**config.mk**
```make
export PLATFORM = sky130hd
export DESIGN_NAME = uerb_endpoint_map
export DESIGN_NICKNAME = d
export VERILOG_FILES = /design/src/hw/uerb_pkg.sv /design/src/hw/uerb_endpoint_map.sv
export SDC_FILE = /design/constraint.sdc
export NUM_CORES = 1
export LEC_CHECK = 0
export ABC_CLOCK_PERIOD_IN_PS = 3950
export BUFFER_PORTS_ARGS = -buffer_cell sky130_fd_sc_hd__buf_2
export CAP_MARGIN = 0
export CORE_MARGIN = 3
export CORE_UTILIZATION = 61
export DETAILED_ROUTE_END_ITERATION = 10
export GPL_TIMING_DRIVEN = 1
export PLACE_DENSITY = 0.89
export SLEW_MARGIN = 0
export SYNTH_ARGS = -nofsm -noshare
export SYNTH_HDL_FRONTEND = slang
export SYNTH_SLANG_ARGS = --single-unit
```
**constraint.sdc**
```tcl
create_clock -name mclk -period 3.95 [get_ports mclk]
set_clock_uncertainty 0.15 [all_clocks]
set_input_delay 0.1975 -clock mclk [delete_from_list [all_inputs] [get_ports mclk]]
set_output_delay 0.1975 -clock mclk [all_outputs]
set_load 0.03 [all_outputs]
```
**src/hw/uerb_pkg.sv**
```systemverilog
/*
 * Constants shared by the endpoint response and buffer map block:
 * register offsets, field positions, reset values, response codes.
 * Assumes an 8-bit register port and a 10-bit buffer memory address.
 */
package uerb_pkg;

    // ********************************************
    // Register offsets
    // ********************************************
    localparam logic [7:0] OFS_CTRL_BASE = 8'h00;
    localparam logic [7:0] OFS_TLEN_BASE = 8'h08;
    localparam logic [7:0] OFS_MODE_1_4 = 8'h10;
    localparam logic [7:0] OFS_MODE_2_3 = 8'h11;
    localparam logic [7:0] OFS_BASE_LOW0 = 8'h18;
    localparam logic [7:0] OFS_SYS_CTRL = 8'h20;
    localparam logic [7:0] OFS_STATUS = 8'h21;

    // ********************************************
    // Field positions
    // ********************************************
    localparam int CTRL_RX_TOG = 7;
    localparam int CTRL_TX_TOG = 6;
    localparam int CTRL_AUTO_TOG = 4;
    localparam int MODE_HI_RX_EN = 7;
    localparam int MODE_HI_TX_EN = 6;
    localparam int MODE_HI_DBUF = 4;
    localparam int MODE_LO_RX_EN = 3;
    localparam int MODE_LO_TX_EN = 2;
    localparam int MODE_LO_DBUF = 0;
    localparam int SYS_PAUSE = 0;

    // ********************************************
    // Writable masks and reset values
    // ********************************************
    localparam logic [7:0] CTRL_MASK = 8'hDF;
    localparam logic [7:0] MODE_1_4_MASK = 8'hDC;
    localparam logic [7:0] MODE_2_3_MASK = 8'hDD;
    localparam logic [7:0] BASE_HIGH_MASK = 8'h03;
    localparam logic [7:0] RST_BYTE = 8'h00;
    localparam logic [9:0] BUF_STEP = 10'h040;

    // ********************************************
    // Handshake codes
    // ********************************************
    typedef enum logic [1:0] {
        RESP_ACK = 2'b00,
        RESP_NONE = 2'b01,
        RESP_NAK = 2'b10,
        RESP_STALL = 2'b11
    } uerb_resp_t;

    localparam int NUM_EP = 5;
    localparam int NUM_BASE = 4;

endpackage : uerb_pkg

```
**src/hw/uerb_endpoint_map.sv**
```systemverilog
/*
 * Per-endpoint control of a USB device: handshake selection, data toggles
 * with automatic flipping, transmit lengths, enables and buffer mapping.
 * Assumes a protocol engine that asks per transaction and reports success,
 * and firmware on a plain address/strobe register port.
 */
`timescale 1ns/1ps

// What this block does
// - Auto-toggle on endpoints 1-3 flips the toggle after each successful transfer.
// - Receive select answers SETUP/OUT with ACK, nothing, NAK or STALL.
// - Transmit select answers IN with data-ACK, data-no-handshake, NAK or STALL.
// - Eight-bit transmit count per endpoint; endpoint 2 count resets to zero.
// - Mode 1/4 bits 7,6,4: endpoint 1 receive, transmit, double buffer.
// - Mode 1/4 bits 3,2: endpoint 4 receive, transmit; bits 5,1,0 read zero.
// - Endpoint 0 shares one buffer; endpoint 4 receive +64, transmit +128.
// - Single endpoint 4 direction uses the buffer right after endpoint 0.
// - Mode 2/3 bits 7,6,4: endpoint 3 receive, transmit, double buffer.
// - Mode 2/3 bits 3,2,0: endpoint 2 receive, transmit, double buffer.
// - Endpoint 1-3 with both enables clear is disabled and uses no buffer.
// - Single buffer: one direction at base; both: receive base, transmit +64.
// - Double buffer picks first or second buffer by the direction's toggle.
// - Both directions doubled: receive at +0/+64, transmit at +128/+192.
// - Base address is low byte plus two low bits of the high byte.
// - Receive toggle gives expected data PID; transmit toggle selects DATA0/1.
// - Pause with transfer-done pending answers every transaction with NAK.
module uerb_endpoint_map (
    input wire logic mclk,
    input wire logic sys_rst,
    input wire logic [7:0] reg_addr,
    input wire logic [7:0] reg_wdata,
    input wire logic reg_wr,
    input wire logic reg_rd,
    output logic [7:0] reg_rdata,
    input wire logic transfer_done_flag,
    input wire logic xact_req,
    input wire logic [2:0] xact_ep,
    input wire logic xact_in,
    input wire logic done_pulse,
    input wire logic [2:0] done_ep,
    input wire logic done_in,
    output logic resp_valid,
    output logic [1:0] resp_code,
    output logic resp_enabled,
    output logic resp_toggle,
    output logic [9:0] resp_buf_addr,
    output logic [7:0] resp_tx_len
);

    // ********************************************
    // Register storage
    // ********************************************
    logic [7:0] ctrl_reg [uerb_pkg::NUM_EP];
    logic [7:0] tlen_reg [uerb_pkg::NUM_EP];
    logic [7:0] base_low_reg [uerb_pkg::NUM_BASE];
    logic [1:0] base_high_reg [uerb_pkg::NUM_BASE];
    logic [7:0] mode_1_4_reg;
    logic [7:0] mode_2_3_reg;
    logic pause_reg;

    // ********************************************
    // Helper functions
    // ********************************************
    function automatic logic [9:0] base_of(input logic [7:0] lo,
                                           input logic [1:0] hi);
        base_of = {hi, lo};
    endfunction : base_of

    // Register address match: block start plus index times stride
    function automatic logic addr_hit(input logic [7:0] addr,
                                      input logic [7:0] start,
                                      input int idx,
                                      input int stride);
        addr_hit = (addr == 8'(start + stride * idx));
    endfunction : addr_hit

    // Busy answer forced while a transfer-done flag waits with pause set
    function automatic logic forced_busy(input logic pause,
                                         input logic done);
        forced_busy = pause & done;
    endfunction : forced_busy

    // Enables and double-buffer flag of an endpoint as {rx, tx, dbuf}
    function automatic logic [2:0] ep_mode(input logic [2:0] ep,
                                           input logic [7:0] m14,
                                           input logic [7:0] m23);
        unique case (ep)
            3'd1: ep_mode = {m14[uerb_pkg::MODE_HI_RX_EN], m14[uerb_pkg::MODE_HI_TX_EN],
                             m14[uerb_pkg::MODE_HI_DBUF]};
            3'd2: ep_mode = {m23[uerb_pkg::MODE_LO_RX_EN], m23[uerb_pkg::MODE_LO_TX_EN],
                             m23[uerb_pkg::MODE_LO_DBUF]};
            3'd3: ep_mode = {m23[uerb_pkg::MODE_HI_RX_EN], m23[uerb_pkg::MODE_HI_TX_EN],
                             m23[uerb_pkg::MODE_HI_DBUF]};
            3'd4: ep_mode = {m14[uerb_pkg::MODE_LO_RX_EN], m14[uerb_pkg::MODE_LO_TX_EN],
                             1'b0};
            3'd0: ep_mode = 3'b110;
            default: ep_mode = 3'b000;
        endcase
    endfunction : ep_mode

    // Buffer offset from the endpoint base for one direction
    function automatic logic [9:0] buf_offset(input logic [2:0] ep,
                                              input logic [2:0] mode,
                                              input logic dir_in,
                                              input logic tog);
        logic both;
        logic [9:0] ofs;
        both = mode[2] & mode[1];
        ofs = 10'h000;
        if (ep == 3'd0) begin
            ofs = 10'h000;
        end else if (ep == 3'd4) begin
            if (both && dir_in) begin
                ofs = 10'(uerb_pkg::BUF_STEP * 2);
            end else begin
                ofs = uerb_pkg::BUF_STEP;
            end
        end else if (!mode[0]) begin
            ofs = (both && dir_in) ? uerb_pkg::BUF_STEP : 10'h000;
        end else begin
            ofs = tog ? uerb_pkg::BUF_STEP : 10'h000;
            if (both && dir_in) begin
                ofs = 10'(ofs + uerb_pkg::BUF_STEP * 2);
            end
        end
        buf_offset = ofs;
    endfunction : buf_offset

    // ********************************************
    // Endpoint control registers and auto-toggle
    // ********************************************
    always_ff @(posedge mclk) begin
        if (sys_rst) begin
            for (int i = 0; i < uerb_pkg::NUM_EP; i++) begin
                ctrl_reg[i] <= uerb_pkg::RST_BYTE;
            end
        end else begin
            for (int i = 0; i < uerb_pkg::NUM_EP; i++) begin
                if (reg_wr && addr_hit(reg_addr, uerb_pkg::OFS_CTRL_BASE, i, 1)) begin
                    ctrl_reg[i] <= reg_wdata & uerb_pkg::CTRL_MASK;
                end else if (done_pulse && done_ep == 3'(i) && i >= 1 && i <= 3 &&
                             ctrl_reg[i][uerb_pkg::CTRL_AUTO_TOG]) begin
                    if (done_in) begin
                        ctrl_reg[i][uerb_pkg::CTRL_TX_TOG] <=
                            ~ctrl_reg[i][uerb_pkg::CTRL_TX_TOG];
                    end else begin
                        ctrl_reg[i][uerb_pkg::CTRL_RX_TOG] <=
                            ~ctrl_reg[i][uerb_pkg::CTRL_RX_TOG];
                    end
                end
            end
        end
    end

    // ********************************************
    // Transmit lengths
    // ********************************************
    always_ff @(posedge mclk) begin
        if (sys_rst) begin
            for (int i = 0; i < uerb_pkg::NUM_EP; i++) begin
                tlen_reg[i] <= uerb_pkg::RST_BYTE;
            end
        end else begin
            for (int i = 0; i < uerb_pkg::NUM_EP; i++) begin
                if (reg_wr && addr_hit(reg_addr, uerb_pkg::OFS_TLEN_BASE, i, 1)) begin
                    tlen_reg[i] <= reg_wdata;
                end
            end
        end
    end

    // ********************************************
    // Mode, base address and system control
    // ********************************************
    always_ff @(posedge mclk) begin
        if (sys_rst) begin
            mode_1_4_reg <= uerb_pkg::RST_BYTE;
            mode_2_3_reg <= uerb_pkg::RST_BYTE;
        end else if (reg_wr) begin
            if (reg_addr == uerb_pkg::OFS_MODE_1_4) begin
                mode_1_4_reg <= reg_wdata & uerb_pkg::MODE_1_4_MASK;
            end
            if (reg_addr == uerb_pkg::OFS_MODE_2_3) begin
                mode_2_3_reg <= reg_wdata & uerb_pkg::MODE_2_3_MASK;
            end
        end
    end

    always_ff @(posedge mclk) begin
        if (sys_rst) begin
            pause_reg <= 1'b0;
        end else if (reg_wr && reg_addr == uerb_pkg::OFS_SYS_CTRL) begin
            pause_reg <= reg_wdata[uerb_pkg::SYS_PAUSE];
        end
    end

    always_ff @(posedge mclk) begin
        if (sys_rst) begin
            for (int i = 0; i < uerb_pkg::NUM_BASE; i++) begin
                base_low_reg[i] <= uerb_pkg::RST_BYTE;
            end
        end else begin
            for (int i = 0; i < uerb_pkg::NUM_BASE; i++) begin
                if (reg_wr && addr_hit(reg_addr, uerb_pkg::OFS_BASE_LOW0, i, 2)) begin
                    base_low_reg[i] <= reg_wdata;
                end
            end
        end
    end

    always_ff @(posedge mclk) begin
        if (sys_rst) begin
            for (int i = 0; i < uerb_pkg::NUM_BASE; i++) begin
                base_high_reg[i] <= 2'b00;
            end
        end else begin
            for (int i = 0; i < uerb_pkg::NUM_BASE; i++) begin
                if (reg_wr && addr_hit(reg_addr, uerb_pkg::OFS_BASE_LOW0 + 8'h01, i, 2)) begin
                    base_high_reg[i] <= reg_wdata[1:0];
                end
            end
        end
    end

    // ********************************************
    // Register read port
    // ********************************************
    logic [7:0] read_value;

    always_comb begin
        read_value = 8'h00;
        for (int i = 0; i < uerb_pkg::NUM_EP; i++) begin
            if (addr_hit(reg_addr, uerb_pkg::OFS_CTRL_BASE, i, 1)) begin
                read_value = ctrl_reg[i];
            end
            if (addr_hit(reg_addr, uerb_pkg::OFS_TLEN_BASE, i, 1)) begin
                read_value = tlen_reg[i];
            end
        end
        for (int i = 0; i < uerb_pkg::NUM_BASE; i++) begin
            if (addr_hit(reg_addr, uerb_pkg::OFS_BASE_LOW0, i, 2)) begin
                read_value = base_low_reg[i];
            end
            if (addr_hit(reg_addr, uerb_pkg::OFS_BASE_LOW0 + 8'h01, i, 2)) begin
                read_value = {6'h00, base_high_reg[i]};
            end
        end
        if (reg_addr == uerb_pkg::OFS_MODE_1_4) begin
            read_value = mode_1_4_reg;
        end
        if (reg_addr == uerb_pkg::OFS_MODE_2_3) begin
            read_value = mode_2_3_reg;
        end
        if (reg_addr == uerb_pkg::OFS_SYS_CTRL) begin
            read_value = {7'h00, pause_reg};
        end
        if (reg_addr == uerb_pkg::OFS_STATUS) begin
            read_value = {6'h00, forced_busy(pause_reg, transfer_done_flag),
                          transfer_done_flag};
        end
    end

    always_ff @(posedge mclk) begin
        if (sys_rst) begin
            reg_rdata <= 8'h00;
        end else begin
            reg_rdata <= reg_rd ? read_value : 8'h00;
        end
    end

    // ********************************************
    // Transaction answer
    // ********************************************
    logic [2:0] req_mode;
    logic [7:0] req_ctrl;
    logic [1:0] req_code;
    logic req_enabled;
    logic req_toggle;
    logic [9:0] req_base;
    logic [7:0] req_len;

    always_comb begin
        req_mode = ep_mode(xact_ep, mode_1_4_reg, mode_2_3_reg);
        req_ctrl = 8'h00;
        req_len = 8'h00;
        req_base = 10'h000;
        if (xact_ep < 3'(uerb_pkg::NUM_EP)) begin
            req_ctrl = ctrl_reg[xact_ep];
            req_len = tlen_reg[xact_ep];
        end
        if (xact_ep == 3'd0 || xact_ep == 3'd4) begin
            req_base = base_of(base_low_reg[0], base_high_reg[0]);
        end else if (xact_ep <= 3'd3) begin
            req_base = base_of(base_low_reg[xact_ep[1:0]], base_high_reg[xact_ep[1:0]]);
        end
        req_enabled = xact_in ? req_mode[1] : req_mode[2];
        req_toggle = xact_in ? req_ctrl[uerb_pkg::CTRL_TX_TOG]
                             : req_ctrl[uerb_pkg::CTRL_RX_TOG];
        req_code = xact_in ? req_ctrl[1:0] : req_ctrl[3:2];
        if (forced_busy(pause_reg, transfer_done_flag)) begin
            req_code = uerb_pkg::RESP_NAK;
        end
    end

    always_ff @(posedge mclk) begin
        if (sys_rst) begin
            resp_valid <= 1'b0;
        end else begin
            resp_valid <= xact_req;
        end
    end

    always_ff @(posedge mclk) begin
        if (sys_rst) begin
            resp_code <= uerb_pkg::RESP_NAK;
        end else if (xact_req) begin
            resp_code <= req_code;
        end
    end

    always_ff @(posedge mclk) begin
        if (sys_rst) begin
            resp_enabled <= 1'b0;
            resp_toggle <= 1'b0;
        end else if (xact_req) begin
            resp_enabled <= req_enabled;
            resp_toggle <= req_toggle;
        end
    end

    always_ff @(posedge mclk) begin
        if (sys_rst) begin
            resp_buf_addr <= 10'h000;
        end else if (xact_req) begin
            resp_buf_addr <= req_enabled ?
                10'(req_base + buf_offset(xact_ep, req_mode, xact_in, req_toggle)) :
                10'h000;
        end
    end

    always_ff @(posedge mclk) begin
        if (sys_rst) begin
            resp_tx_len <= 8'h00;
        end else if (xact_req) begin
            resp_tx_len <= xact_in ? req_len : 8'h00;
        end
    end

endmodule : uerb_endpoint_map

```
==> qor.yml, run 1 <==
crit_path_max_fanout: 3
clk_path_buf_depth: 2
critPathLaunch: "ctrl_reg[2][6]"
antenna_cells: 0
die_h_um: 124
relSlewSlack_pct: 35.3
cap_violations: 0
postCtsSetupBuffers: 0
postSynth.asyncResetShare_pct: 0
synth.most_common_cell: "edfxtp_1"
yosysTopAreaCellShare_pct: 40.7
r2r_slack_ns: 1.00
syn_avg_cell_area_um2: 10.6
yosys_warnings: 0
tritoncts: "done"
r2r-start: "ctrl_reg[2][6]"
synthCells: 802
clk_latency_ns: 0.44
path_clk_slew_ns: 0.06
port_buffers: 61
cts_made_buffers: 17
drive_gt1_share_pct: 19.3
hold_ws_ns: -0.00576
finalPower_uw: 3980
postPlaceCellArea_um2: 8950
dr.pass1.iters: 6
gr-total-overflow: 0
first_iter_violations: 1087
cp_data_required_time_ns: 4.12
grt_pass1_vias: 6963
synth_seq_cells: 158
power.leakage_uw: 0.00367
core-area_um2: 13400
die_w_um: 124
place.gp.congestion: 1.03
floorplan.initialDensity_pct: 63.4
synth_area_um2: 8490
clkSinkCount: 158
power_density_nw_per_um2: 417
min_path_type: "primary input to flip-flop"
grt_pass1_wl_um: 41800
row_count: 42
synth_nets: 836
fin_crit_sh_pct: 74.7
largest_reg_flops: 40
synth-edff-count: 115
rsz0062_at_grt: "no"
reg2reg_to: "resp_buf_addr[9]"
io_pins: 62
synth_top_cells_by_area: "edfxtp_1, dfxtp_1, mux4_2, mux2i_1, a21oi_1"
multi_input_area_um2: 3830
drc: 0
drv_slew: 0
final_nets: 878
critPathCapture: "resp_buf_addr[9]"
antenna_left: 0
worstMarginPinSlew_ns: 0.962
grt_max_degree: 39
root_buffer: "clkbuf_16"
antenna_found_initial: 0
cp.arrival_ns: 3.12
end_kind: "flip-flop"
instances_no_fill: 1033
grt_use_total_pct: 38.0
ys_seq_area_share_pct: 50.8
dieArea_um2: 15400
fin_tns_setup_ns: 0
post-dp-hpwl_um: 20400
crit_type: "flip-flop to flip-flop"
area_growth_pct: 12.5
fin_crit_ns: 2.95
design_area_um2: 9550
via_count: 7380
finalSetupViolCount: 0
htreeDepth: 4
fmax_ghz: 0.339
hold_violations: 1
worst_setup_path_start_kind: "flip-flop"
status: "complete, but fails checks"
yosys.area.top_type: "edfxtp_1"
violations: "negative hold slack"
synth_flop_cell: "edfxtp_1"
ff2ff_path_depth: 9
max-vdd-ir-drop_uv: 281
via_per_inst: 7.14
routedWlPerCell_um: 27.4
seqCellArea_um2: 4310
cts_resized: 0
nFillCells: 1014
synth_cell_types: 67
wirelength_um: 28300
synth.top_cells.by_count: "edfxtp_1, nor2_1, a21oi_1"
holdBufCountCts: 0
place_inst: 1001
## worst min-delay path by stage
stage / from / end / depth (start not counted)
floorplan: reg_wdata[2] / mode_1_4_reg[2] / 2
CTS: reg_wdata[5] / base_low_reg[3][5] / 2
global placement: resp_buf_addr[0] / resp_buf_addr[0] / 2
finish: reg_wdata[5] / base_low_reg[3][5] / 2
detailed placement: resp_buf_addr[7] / resp_buf_addr[7] / 2
global route: reg_wdata[5] / base_low_reg[3][5] / 2
## per-stage QoR
stage	setup WS (ns)	util, %
4_1_cts	1.06	71.3
3_5_place_dp	0.846	66.8
6_report	1.00	71.3
2_1_floorplan	1.11	-
3_3_place_gp	0.907	66.8
5_1_grt	0.928	71.3
## placed cells by master (no fill, tap or decap), types with 15 or more instances in the layout
cell type  netlist  final
buf_4            0     25
a21oi_1         55     55
mux2_2          15     15
nand2_1         45     45
o21ai_0         34     34
and3_1          25     25
mux2i_1         29     29
clkbuf_16        0     19
nand2b_1        24     24
mux4_2          19     19
nor2b_1         20     20
edfxtp_1       115    115
buf_2           11     61
and2_1          33     33
inv_1           23     23
dfxtp_1         43     43
nor2_1          72     72
nand3_1         29     29
## logic make-up (layout without fill, tap and decap cells)
kind of cell | Yosys count | in the layout | synth area share, %
buffers and inverters | 86 | 141 | 4.08
and+or+nand+nor | 288 | 288 | 17.9
DFF | 158 | 158 | 50.8
muxes | 63 | 63 | 10.4
xor gates and xnor gates | 2 | 2 | 0.206
adders and majority gates | 3 | 3 | 0.531
AOI/OAI and AO/OA | 202 | 202 | 16.0
## where the power goes
group          internal [uW]  switching [uW]
registers               1840            55.9
clock network            993             667
logic                    143             276
## area by class of cell
type,instances,area share (%)
clock buffer,24,5.49
clock inverter,8,0.786
inverter,23,0.904
timing repair buffer,86,5.16
tap,176,2.31
sequential,158,45.2
multi-input combinational,558,40.2
## routing by layer
metal  GRT usage, %  up-vias  share of wire (%)
met5              0        -                  0
met4           16.5        0                4.2
met3           11.7      101                 14
met2           55.6      644                 43
met1           52.7     3532                 38
li1               -     3103                  -
## worst max-delay path, cell delays in order (launching register included)
cell and delay (ns):
edfxtp_1 0.45, mux4_2 0.51, mux4_2 0.54, nand2_1 0.11
nand3_1 0.10, ha_1 0.25, a21o_1 0.19, a21oi_1 0.15
o221ai_1 0.13, a41o_1 0.26
No activity file was read; power rests on OpenSTA's default activity.
==> run 2: changes to the inputs <==
ABC_CLOCK_PERIOD_IN_PS = 2400   (was 3950)
CORE_UTILIZATION = 55   (was 61)
PLACE_DENSITY = 0.85   (was 0.89)
clock period = 2.4 ns   (was 3.95 ns; I/O delays follow)
==> run 2 against run 1 <==
Effect of this change:
- the flow finishes with violations (negative setup slack)
- cell count rose by 7.7%
- total power up 68%
- register-to-register slack worse by 1.3 ns
- combinational power grew 85%
- routed wire length up 2.3%
- via count increased by 1.1%
- critical path depth unchanged
- clock power rose by 67%
==> qor.yml, run 2 (same netlist as run 1, synthesis figures left out) <==
clkSinkCount: 158  # unchanged
grtUsageMet1_pct: 49.7  # -3.0 points
mostFrequentLayoutCell: "edfxtp_1"
grt_pass1_wl_um: 43100  # +3.0%
cp.arrival_ns: 2.97  # -0.15 ns
grt-busiest-layer: "met2"
place.gp.congestion: 0.985  # -4.5%
path_clk_slew_ns: 0.06  # about the same
grt_use_total_pct: 34.9  # -3.1 points
routedWlPerCell_um: 26.0  # -5.1%
drv_slew: 0  # unchanged
place_inst: 1065  # +6.4%
power.leakage_uw: 0.00402  # +9.6%
fin_ws_ns: -0.347  # -1.35 ns
fin_crit_sh_pct: 114  # +40 points
r2r-start: "ctrl_reg[3][5]"
power_density_nw_per_um2: 655  # +57%
area_growth_pct: 20.1
via_per_inst: 6.70  # -6.2%
hold_depth: 2  # unchanged
drive_gt1_share_pct: 25.3  # +6.1 points
hp-start: "reg_wdata[1]"
rsz0062_at_grt: "yes"
status: "complete, but fails checks"
finalPower_uw: 6670  # +68%
core-area_um2: 14800  # +11%
clk_latency_ns: 0.45  # about the same
multi_input_area_um2: 3880  # +1.2%
first_iter_violations: 1127  # +3.7%
post-dp-hpwl_um: 20700  # +1.8%
hold_end: "base_low_reg[3][1]"
row_count: 44  # +4.8%
final_cell_mix: "edfxtp_1, buf_4, nor2_1"
cts_made_buffers: 17  # unchanged
instances_no_fill: 1113  # +7.7%
htreeDepth: 4  # unchanged
io_pins: 62  # unchanged
finalSetupViolCount: 3  # +3
worstMarginPinSlew_ns: 0.684  # -0.278 ns
tritoncts: "done"
fmax_ghz: 0.364  # +7.4%
grt_pass1_vias: 6977  # +0.20%
grt.met2_usage_pct: 51.9  # -3.7 points
via_count: 7458  # +1.1%
nFillCells: 1083  # +6.8%
worst_setup_path_start_kind: "flip-flop"
cp_data_required_time_ns: 2.62  # -1.50 ns
wirelength_um: 29000  # +2.3%
pre_cts_ws_ns: -0.336  # -1.18 ns
die_w_um: 130  # +5.1%
violations: "negative setup slack"
crit_type: "flip-flop to flip-flop"
fin_crit_ns: 2.75  # -0.202 ns
largest_reg_flops: 40  # unchanged
end_kind: "flip-flop"
grt_max_degree: 51  # +31%
fin_tns_setup_ns: -0.809  # -0.809 ns
floorplan.initialDensity_pct: 57.3  # -6.0 points
ff2ff_path_depth: 9  # unchanged
antenna_left: 0  # unchanged
crit_path_max_fanout: 2  # -1
clk_path_buf_depth: 2  # unchanged
antenna_found_initial: 0  # unchanged
root_buffer: "clkbuf_16"
port_buffers: 61  # unchanged
gr-total-overflow: 0  # unchanged
max-vdd-ir-drop_uv: 675  # +140%
cap_violations: 0  # unchanged
final_nets: 949  # +8.1%
seqCellArea_um2: 4310  # unchanged
reg2reg_to: "resp_buf_addr[7]"
r2r_slack_ns: -0.35  # -1.35 ns
drc: 0  # unchanged
use_met3_pct: 9.29  # -2.4 points
dieArea_um2: 17000  # +10%
min_path_type: "primary input to flip-flop"
hold_violations: 0  # -1
dr.pass1.iters: 6  # unchanged
relSlewSlack_pct: 54.3  # +19 points
die_h_um: 130  # +5.1%
run 2: worst max path at each step:
stage,start,end,slack [ns],cells past startpoint
after floorplan,ctrl_reg[3][5],resp_buf_addr[7],-0.13,9
after global placement,ctrl_reg[2][6],resp_buf_addr[7],-0.26,9
after detailed placement,ctrl_reg[3][6],resp_buf_addr[7],-0.34,9
after CTS,ctrl_reg[3][6],resp_buf_addr[7],-0.35,9
after global routing,ctrl_reg[2][6],resp_buf_addr[7],-0.44,9
final,ctrl_reg[3][5],resp_buf_addr[7],-0.35,9
run 2: per-layer routing:
layer | wire length (um) | up-vias
li1 | - | 3246
met1 | 11700 | 3585
met2 | 12800 | 556
met3 | 3670 | 71
met4 | 872 | 0
met5 | 0 | -
run 2: through the flow:
step | util [%] | hold slack (ns) | area (um^2)
2_1_floorplan | - | 0.114 | 8510
3_3_place_gp | 63.6 | 0.283 | 9420
3_5_place_dp | 63.6 | 0.283 | 9420
4_1_cts | 68.6 | 0.00147 | 10200
5_1_grt | 68.8 | 0.0308 | 10200
6_report | 68.8 | 0.00795 | 10200
run 2: repair_timing:
item / CTS / global route
setup endpoints to repair: 3 / 36
pin swaps: 2 / 1
hold buffers: 9 / 0
hold endpoints to repair: 19 / 0
setup buffers: 3 / 3
gates resized for setup: 5 / 3
run 2: area by class of cell:
class                           count  share of cell area [%]
Tap cell                          184                    2.26
Timing Repair Buffer              157                    10.7
Inverter                           23                   0.847
Clock buffer                       18                    4.21
Antenna cell                        1                  0.0245
Sequential cell                   158                    42.3
Clock inverter                     14                    1.61
Multi-Input combinational cell    558                    38.1
run 2: where the power goes:
part / switching (uW) / leakage (uW) / total, uW / internal (uW)
Clock: 1140 / 0.000280 / 2770 / 1630
Sequential: 98.4 / 0.00147 / 3130 / 3040
Combinational: 476 / 0.00228 / 774 / 298
Total: 1710 / 0.00402 / 6670 / 4960
run 2: critical path: stages (launching register included):
cell and delay (ns):
edfxtp_1 0.39, mux4_2 0.50, mux4_2 0.51, nand2_2 0.09, nand3_2 0.08, ha_4 0.19, inv_2 0.06, fa_1 0.37
nand3b_1 0.18, a21oi_2 0.14
